$ cat config.mk
export PLATFORM = sky130hd
export DESIGN_NAME = dfl_fault_latch
export DESIGN_NICKNAME = d
export VERILOG_FILES = /design/src/logic/dfl_pkg.sv /design/src/logic/dfl_blink_gen.sv /design/src/logic/dfl_fault_latch.sv
export SDC_FILE = /design/constraint.sdc
export NUM_CORES = 1
export LEC_CHECK = 0
export ABC_AREA = 1
export BUFFER_PORTS_ARGS = -buffer_cell sky130_fd_sc_hd__clkbuf_2
export CORE_ASPECT_RATIO = 1.4
export CORE_MARGIN = 10
export CORE_UTILIZATION = 40
export DETAILED_ROUTE_END_ITERATION = 6
export RECOVER_POWER = 25
export SLEW_MARGIN = 10
export SYNTH_ARGS = -nofsm -noshare
export SYNTH_HDL_FRONTEND = slang
export SYNTH_SLANG_ARGS = --single-unit
$ cat constraint.sdc
create_clock -name ref_clk_in -period 4.3 [get_ports ref_clk_in]
set_input_delay 0.43 -clock ref_clk_in [delete_from_list [all_inputs] [get_ports ref_clk_in]]
set_output_delay 0.43 -clock ref_clk_in [all_outputs]
set_load 0.005 [all_outputs]
$ cat src/logic/dfl_pkg.sv
// Purpose: shared constants and types of the drive fault latch and indicator
// Assumes: 125 MHz system clock, plain register port with byte addresses
// Notes: all counts derived from times named here
package dfl_pkg;

    // clock and indicator timing
    localparam int unsigned CLK_HZ = 125_000_000;
    localparam int unsigned MS_PER_S = 1000;
    localparam int unsigned CYCLE_S = 4;
    localparam int unsigned BLINK_MS = 250;
    localparam int unsigned CYCLE_CYC = CLK_HZ * CYCLE_S;
    localparam int unsigned BLINK_CYC = (CLK_HZ / MS_PER_S) * BLINK_MS;
    localparam int CNT_W = 29;
    localparam int SLOT_W = 4;

    // fault vector layout
    localparam int NFAULT = 3;
    localparam int F_OC = 0;
    localparam int F_OV = 1;
    localparam int F_PE = 2;

    // blink counts per fault
    localparam logic [2:0] CODE_NONE = 3'h0;
    localparam logic [2:0] CODE_OC = 3'h1;
    localparam logic [2:0] CODE_OV = 3'h2;
    localparam logic [2:0] CODE_PE = 3'h7;

    // position error limit after reset, in pulses (1000)
    localparam logic [31:0] LIMIT_RST = 32'h0000_03E8;

    // register port
    localparam int ADDR_W = 8;
    localparam int DATA_W = 32;
    localparam logic [ADDR_W-1:0] REG_STATUS = 8'h00;
    localparam logic [ADDR_W-1:0] REG_MASK = 8'h04;
    localparam logic [ADDR_W-1:0] REG_LIMIT = 8'h08;
    localparam logic [ADDR_W-1:0] REG_FAULT = 8'h0C;
    localparam logic [ADDR_W-1:0] REG_CMD_POS = 8'h10;
    localparam logic [ADDR_W-1:0] REG_ACT_POS = 8'h14;
    localparam logic [ADDR_W-1:0] REG_TRACK_ERR = 8'h18;
    localparam logic [ADDR_W-1:0] REG_PEAK_ERR = 8'h1C;

    // field positions of the fault register
    localparam int FLD_CODE_LO = 4;
    localparam int FLD_DRIVE = 8;

    // pin vector layout
    localparam int NPIN = 5;
    localparam int P_OC = 0;
    localparam int P_SHORT = 1;
    localparam int P_OV = 2;
    localparam int P_STEP = 3;
    localparam int P_DIR = 4;

    typedef logic [NFAULT-1:0] dfl_faults_t;

    typedef struct packed {
        logic [ADDR_W-1:0] addr;
        logic [DATA_W-1:0] wdata;
        logic wr;
        logic rd;
    } dfl_bus_req_t;

    typedef enum logic [0:0] {
        ST_RUN = 1'b0,
        ST_TRIP = 1'b1
    } dfl_state_t;

endpackage

$ cat src/logic/dfl_blink_gen.sv
// Purpose: blink pattern generator for the red fault indicator
// Assumes: code input from logic on the same clock
// Notes: blink count is taken at the start of each cycle
`timescale 1ns/1ps
`default_nettype none
module dfl_blink_gen import dfl_pkg::*; #(
    parameter int unsigned CYCLE_CYCLES = CYCLE_CYC,
    parameter int unsigned BLINK_CYCLES = BLINK_CYC
) (
    input wire logic ref_clk_in,
    input wire logic sys_rst_in,
    input wire logic ce_in,
    input wire logic [2:0] code_in,
    output logic led_out
);

    typedef struct packed {
        logic [CNT_W-1:0] period;
        logic [CNT_W-1:0] half;
        logic [SLOT_W-1:0] slot;
        logic [2:0] code;
        logic led;
    } dfl_blink_st_t;

    localparam logic [CNT_W-1:0] PERIOD_LAST = CNT_W'(CYCLE_CYCLES - 1);
    localparam logic [CNT_W-1:0] HALF_LAST = CNT_W'(BLINK_CYCLES - 1);
    localparam logic [SLOT_W-1:0] SLOT_MAX = '1;

    dfl_blink_st_t s;
    dfl_blink_st_t next_s;

    ////////////////////////////////////////////////////////////////////////
    always_comb begin
        next_s = s;
        if (s.code == CODE_NONE || s.period == PERIOD_LAST) begin
            // new cycle; blinking starts at its head
            next_s.period = '0;
            next_s.half = '0;
            next_s.slot = '0;
            next_s.code = code_in;
        end else begin
            next_s.period = s.period + 1'b1;
            if (s.half == HALF_LAST) begin
                next_s.half = '0;
                if (s.slot != SLOT_MAX) begin
                    next_s.slot = s.slot + 1'b1;
                end
            end else begin
                next_s.half = s.half + 1'b1;
            end
        end
        // even slot lit, odd slot dark, then dark to cycle end
        next_s.led = ~next_s.slot[0] &&
            ({1'b0, next_s.slot[SLOT_W-1:1]} < {1'b0, next_s.code});
    end

    always_ff @(posedge ref_clk_in) begin
        if (sys_rst_in) begin
            s <= '0;
        end else if (ce_in) begin
            s <= next_s;
        end
    end

    assign led_out = s.led;

endmodule
`default_nettype wire

$ cat src/logic/dfl_fault_latch.sv
// Purpose: fault latch, motor drive cut-off and red blink indicator
// Assumes: fault comparators and step pins are asynchronous, encoder count is
//          on the system clock, software uses the plain register port
// Notes: latched faults leave only by reset
//
// How it works
// - red LED repeats a 4 s cycle
// - priority over-current, over-voltage, then position error
// - over-current or short flag blinks once
// - over-voltage flag blinks twice
// - tracking error above limit blinks seven times
// - limit register, 1000 pulses after reset
// - any fault disables drive, indication continues
// - faults latched until power-up reset
// - error is the magnitude of commanded count minus encoder count
//
// Added by the designer: the strobed register port and the register offsets.
`timescale 1ns/1ps
`default_nettype none
module dfl_fault_latch import dfl_pkg::*; #(
    parameter int unsigned CYCLE_CYCLES = CYCLE_CYC,
    parameter int unsigned BLINK_CYCLES = BLINK_CYC
) (
    input wire logic ref_clk_in,
    input wire logic sys_rst_in,
    input wire logic ce_in,
    input wire logic oc_flag_in,
    input wire logic short_flag_in,
    input wire logic ov_flag_in,
    input wire logic step_in,
    input wire logic dir_in,
    input wire logic [DATA_W-1:0] enc_pos_in,
    input wire dfl_bus_req_t bus_req_in,
    output logic [DATA_W-1:0] rd_data_out,
    output logic drive_en_out,
    output logic led_red_out,
    output logic irq_out
);

    typedef struct packed {
        logic [NPIN-1:0] sync1;
        logic [NPIN-1:0] sync2;
        logic step_d;
        logic [DATA_W-1:0] cmd_pos;
        logic [DATA_W-1:0] track_err;
        logic [DATA_W-1:0] peak_err;
        logic [DATA_W-1:0] limit;
        dfl_faults_t latched;
        dfl_faults_t status;
        dfl_faults_t mask;
        logic [2:0] code;
        dfl_state_t state;
        logic drive_en;
        logic irq;
        logic [DATA_W-1:0] rd_data;
    } dfl_st_t;

    dfl_st_t s;
    dfl_st_t next_s;

    ////////////////////////////////////////////////////////////////////////
    // highest-priority latched fault to blink count
    function automatic logic [2:0] fault_code(input dfl_faults_t f);
        logic [2:0] c;
        c = CODE_NONE;
        if (f[F_OC]) begin
            c = CODE_OC;
        end else if (f[F_OV]) begin
            c = CODE_OV;
        end else if (f[F_PE]) begin
            c = CODE_PE;
        end
        return c;
    endfunction

    function automatic logic [DATA_W-1:0] pad_faults(input dfl_faults_t f);
        return {{(DATA_W-NFAULT){1'b0}}, f};
    endfunction

    ////////////////////////////////////////////////////////////////////////
    logic [NPIN-1:0] pins;
    logic step_rise;
    logic [DATA_W-1:0] diff;
    dfl_faults_t detect;
    dfl_faults_t w1c;
    logic [DATA_W-1:0] fault_word;

    assign pins = {dir_in, step_in, ov_flag_in, short_flag_in, oc_flag_in};

    always_comb begin
        next_s = s;
        w1c = '0;
        fault_word = '0;

        // two-stage synchronisers; only sync2 is used below
        next_s.sync1 = pins;
        next_s.sync2 = s.sync1;
        next_s.step_d = s.sync2[P_STEP];
        step_rise = s.sync2[P_STEP] & ~s.step_d;

        // commanded position from step pulses
        if (step_rise) begin
            if (s.sync2[P_DIR]) begin
                next_s.cmd_pos = s.cmd_pos - 1'b1;
            end else begin
                next_s.cmd_pos = s.cmd_pos + 1'b1;
            end
        end
        diff = s.cmd_pos - enc_pos_in;
        next_s.track_err = diff[DATA_W-1] ? (~diff + 1'b1) : diff;
        if (s.track_err > s.peak_err) begin
            next_s.peak_err = s.track_err;
        end

        // fault detection
        detect[F_OC] = s.sync2[P_OC] | s.sync2[P_SHORT];
        detect[F_OV] = s.sync2[P_OV];
        detect[F_PE] = s.track_err > s.limit;
        next_s.latched = s.latched | detect;

        // register writes
        if (bus_req_in.wr) begin
            unique case (bus_req_in.addr)
                REG_STATUS: w1c = bus_req_in.wdata[NFAULT-1:0];
                REG_MASK: next_s.mask = bus_req_in.wdata[NFAULT-1:0];
                REG_LIMIT: next_s.limit = bus_req_in.wdata;
                default: ;
            endcase
        end
        // set beats clear
        next_s.status = (s.status & ~w1c) | (detect & ~s.latched);

        // trip state
        unique case (s.state)
            ST_RUN: begin
                if (|next_s.latched) begin
                    next_s.state = ST_TRIP;
                end
            end
            ST_TRIP: next_s.state = ST_TRIP;
        endcase
        next_s.drive_en = ~|next_s.latched;
        next_s.code = fault_code(next_s.latched);
        next_s.irq = |(next_s.status & next_s.mask);

        // register reads, data only in the following cycle
        fault_word[NFAULT-1:0] = s.latched;
        fault_word[FLD_CODE_LO +: 3] = fault_code(s.latched);
        fault_word[FLD_DRIVE] = s.drive_en;
        next_s.rd_data = '0;
        if (bus_req_in.rd) begin
            unique case (bus_req_in.addr)
                REG_STATUS: next_s.rd_data = pad_faults(s.status);
                REG_MASK: next_s.rd_data = pad_faults(s.mask);
                REG_LIMIT: next_s.rd_data = s.limit;
                REG_FAULT: next_s.rd_data = fault_word;
                REG_CMD_POS: next_s.rd_data = s.cmd_pos;
                REG_ACT_POS: next_s.rd_data = enc_pos_in;
                REG_TRACK_ERR: next_s.rd_data = s.track_err;
                REG_PEAK_ERR: next_s.rd_data = s.peak_err;
                default: next_s.rd_data = '0;
            endcase
        end
    end

    ////////////////////////////////////////////////////////////////////////
    always_ff @(posedge ref_clk_in) begin
        if (sys_rst_in) begin
            s <= '0;
            s.limit <= LIMIT_RST;
            s.state <= ST_RUN;
            s.drive_en <= 1'b1;
        end else if (ce_in) begin
            s <= next_s;
        end
    end

    ////////////////////////////////////////////////////////////////////////
    dfl_blink_gen #(
        .CYCLE_CYCLES(CYCLE_CYCLES),
        .BLINK_CYCLES(BLINK_CYCLES)
    ) u_blink (
        .ref_clk_in(ref_clk_in),
        .sys_rst_in(sys_rst_in),
        .ce_in(ce_in),
        .code_in(s.code),
        .led_out(led_red_out)
    );

    assign rd_data_out = s.rd_data;
    assign drive_en_out = s.drive_en;
    assign irq_out = s.irq;

endmodule
`default_nettype wire

==> flow_summary.ini <==
[timing]
fmax_mhz = 279.8
rsz0062_at_grt = no
slew_viol_final = 57
post-route-period-util_pct = 83.11
skew_ns = 0.01185
tns_ns = 0
min_period_ns = 3.574
hold_viol = 0
setup_viol = 0
tightest_slew_ns = 2.352
slew_headroom_pct = -56.79

[setup_path]
cp_num_buf_inv = 4
required_ns = 4.76
path_cells = clkbuf_1 > clkbuf_1 > nand2_1 > nor2_2 > clkbuf_2 > nand3_1 > o211ai_1 > inv_1
crit_top_cell = clkbuf_1
path_max_fanout = 56
crit_arrival_ns = 4.03
crit_type = input pin to flop
slowest_stage = clkbuf_1
cpPeakStageDelay_ns = 1.71
cp_top_family = buffers and inverters
critPathCaptureType = flop
r2r_slack_ns = 1.00
start_kind = input pin

[synth]
yosysTopAreaCellShare_pct = 28.44
syn_nets = 2924
ys.flop_type = dfxtp_1
synthCells = 2709
synth_warnings = 0
synth_edf_count = 0
ys_types = 59
synthArstFlopShare_pct = 0
synth_largest_area_cell = dfxtp_1
syn_area_sq_um = 17670
ys_seq_elements = 251
ys_top_cells_by_area = dfxtp_1 (28%), nand2_1 (12%), ha_1 (9.3%)
seq_area_frac_synth_pct = 28.44
avgSynthCellArea_sq_um = 6.522

[cts]
cts.sinks = 251
cts_resized = 0
numCtsBuffers = 28
clk_pin_slew_ns = 0.06
postCtsSetupBuffers = 0
htreeDepth = 1
cts_root_buf = clkbuf_16
holdBufCountCts = 0
cts_tree = done
cts_buffer_depth = 3
clock_latency_ns = 0.57

[placed_design]
hpwl_microns = 47910
placedCellCount = 3290
gp_congestion = 1.044
portBuffers = 116
place_area_sq_um = 18550

[global_routing]
overflow = 0
grt_antenna_before_repair = 1
grt_pass1_wl_microns = 93770
grt_pass1_vias = 17300
grt_max_degree = 63
grtUsageTotal_pct = 22.16

[finish]
synthToLayoutAreaGrowth_pct = 10.11
drive_gt1_share_pct = 7.220
antenna_cells = 0
stdcell_area_sq_um = 19450
num-nets-final = 2977
stdcell_count = 3342

[floorplanning]
io_pins = 117
num_rows = 91
core_sq_um = 43840
dieHeight_microns = 268.7
fp.dieW_microns = 197.6
die_area_sq_um = 53090
start_util_pct = 40.30

[route]
viasPerCell = 5.333
wirelength_microns = 60140
dr_total_vias = 17820
drc = 0
drtIter0Drc = 1110
first_pass_iters = 6
wire_per_inst_microns = 18.00
postRouteAntennaNets = 0

[status]
violations = max-capacitance violations, max-slew violations
status = finished, violations left

[power]
power_density_nw_per_um2 = 348.2
power.total_w = 0.006773
ir_drop_mv = 0.2287
p_leak_nw = 9.012

[hold_path]
hp-class = input pin to flop

[flow_run]
maxCapViolations = 1
registers in the layout, summed over array words and instances (netlist names):
| register | flops |
|---|---|
| irq_out | 1 |
| rd_data_out | 32 |
| u_blink.led_out | 1 |
| next_s | 6 |
| fault_word | 3 |
| u_blink.s | 65 |
| detect | 1 |
| drive_en_out | 1 |
| s | 141 |
Yosys cell counts (3+ instances only):
master	number
nor2_4	3
o21ai_1	3
o211ai_1	31
buf_4	33
a211oi_1	31
nor2_1	265
buf_2	8
inv_2	5
clkbuf_1	66
and3_1	4
nand3b_1	6
xnor2_1	20
ha_1	131
nand2_2	12
nand4_1	39
o31ai_1	10
o22ai_1	41
a21o_1	10
nand2_1	557
dfxtp_1	251
nor4_1	10
buf_1	6
a221oi_1	8
nor2_2	9
nand3_2	3
a21oi_1	252
nand3_1	119
xor2_1	43
o21ai_2	4
o21bai_1	5
nor3_1	48
o21a_1	7
inv_1	428
o221ai_1	7
o41ai_1	4
a31oi_1	4
nor3b_1	3
o21ai_0	194
or2_2	4
cells by family (layout without fill, tap and decap cells):
logic type / Yosys count / in the layout / share of synthesized area (%)
xor gates and xnor gates: 64 / 64 / 3.279
and+or+nand+nor: 1091 / 1091 / 26.19
adders and majority gates: 133 / 133 / 9.504
buffers and inverters: 551 / 626 / 12.64
AOI/OAI and AO/OA: 619 / 619 / 19.94
DFF: 251 / 251 / 28.44
stage by stage:
stage | util, % | worst slack (ns) | hold slack [ns]
6_report | 44.38 | 0.7263 | 0.08059
5_1_grt | 44.38 | 0.3396 | 0.1027
4_1_cts | 44.50 | 1.073 | 0.06299
3_5_place_dp | 42.32 | 1.061 | 0.4587
3_3_place_gp | 42.32 | 1.088 | 0.4544
2_1_floorplan | - | 1.410 | 0.4415
routing by layer:
metal | vias to the layer above | part of all wire, % | global-route usage, %
li1 | 9000 | - | -
met5 | - | 0.028 | 0
met4 | 2 | 4.5 | 10.47
met3 | 124 | 4.8 | 2.460
met2 | 505 | 49 | 38.95
met1 | 8193 | 42 | 26.46
placed cells by master, fill, tap and decap left out, drive strengths merged, types with 2 or more instances in the layout:
cell | synthesis | final
a211oi | 31 | 31
a21o | 10 | 10
a21oi | 254 | 254
a221oi | 8 | 8
a31oi | 4 | 4
and2 | 2 | 2
and3 | 4 | 4
buf | 50 | 21
bufinv | 0 | 3
clkbuf | 66 | 157
clkinv | 1 | 7
clkinvlp | 0 | 5
dfxtp | 251 | 251
fa | 2 | 2
ha | 131 | 131
inv | 434 | 433
nand2 | 569 | 569
nand3 | 122 | 122
nand3b | 6 | 6
nand4 | 40 | 40
nor2 | 277 | 277
nor3 | 51 | 51
nor3b | 3 | 3
nor4 | 11 | 11
o211ai | 31 | 31
o21a | 7 | 7
o21ai | 201 | 201
o21bai | 5 | 5
o221ai | 7 | 7
o22ai | 41 | 41
o31ai | 10 | 10
o41ai | 4 | 4
or2 | 5 | 5
xnor2 | 21 | 21
xor2 | 43 | 43
cell type report:
cell class,instances,area [sq um]
timing repair buffer,139,715.7
inverter,435,1639
sequential,251,5025
tap,558,698.2
clock buffer,39,792.0
clock inverter,13,161.4
fill,4685,24380
multi-input combinational,1907,10420
power by group:
part	internal, W	switching (W)
Sequential	0.00251	0.000120
Combinational	0.000546	0.00111
Clock	0.00147	0.00103
worst paths after layout:
check                                            startpoint                          end  depth (start not counted)
worst max-delay path                                  ce_in          s[172]$_SDFFE_PP0P_                          8
worst min-delay path                          bus_req_in[7]           s[52]$_SDFFE_PP1P_                          3
worst max register to register          s[143]$_SDFFE_PP0P_          s[139]$_SDFFE_PP0P_                         21
worst min register to register  rd_data_out[0]$_SDFFE_PP0P_  rd_data_out[0]$_SDFFE_PP0P_                          2
worst register-to-register path, delay by kind of cell (launching register included):
kind | cells | cell delay (ns)
and+or+nand+nor | 13 | 1.49
DFF | 1 | 0.43
buffers and inverters | 5 | 0.45
adders and majority gates | 3 | 0.83
(Power assumes the default switching activity.)
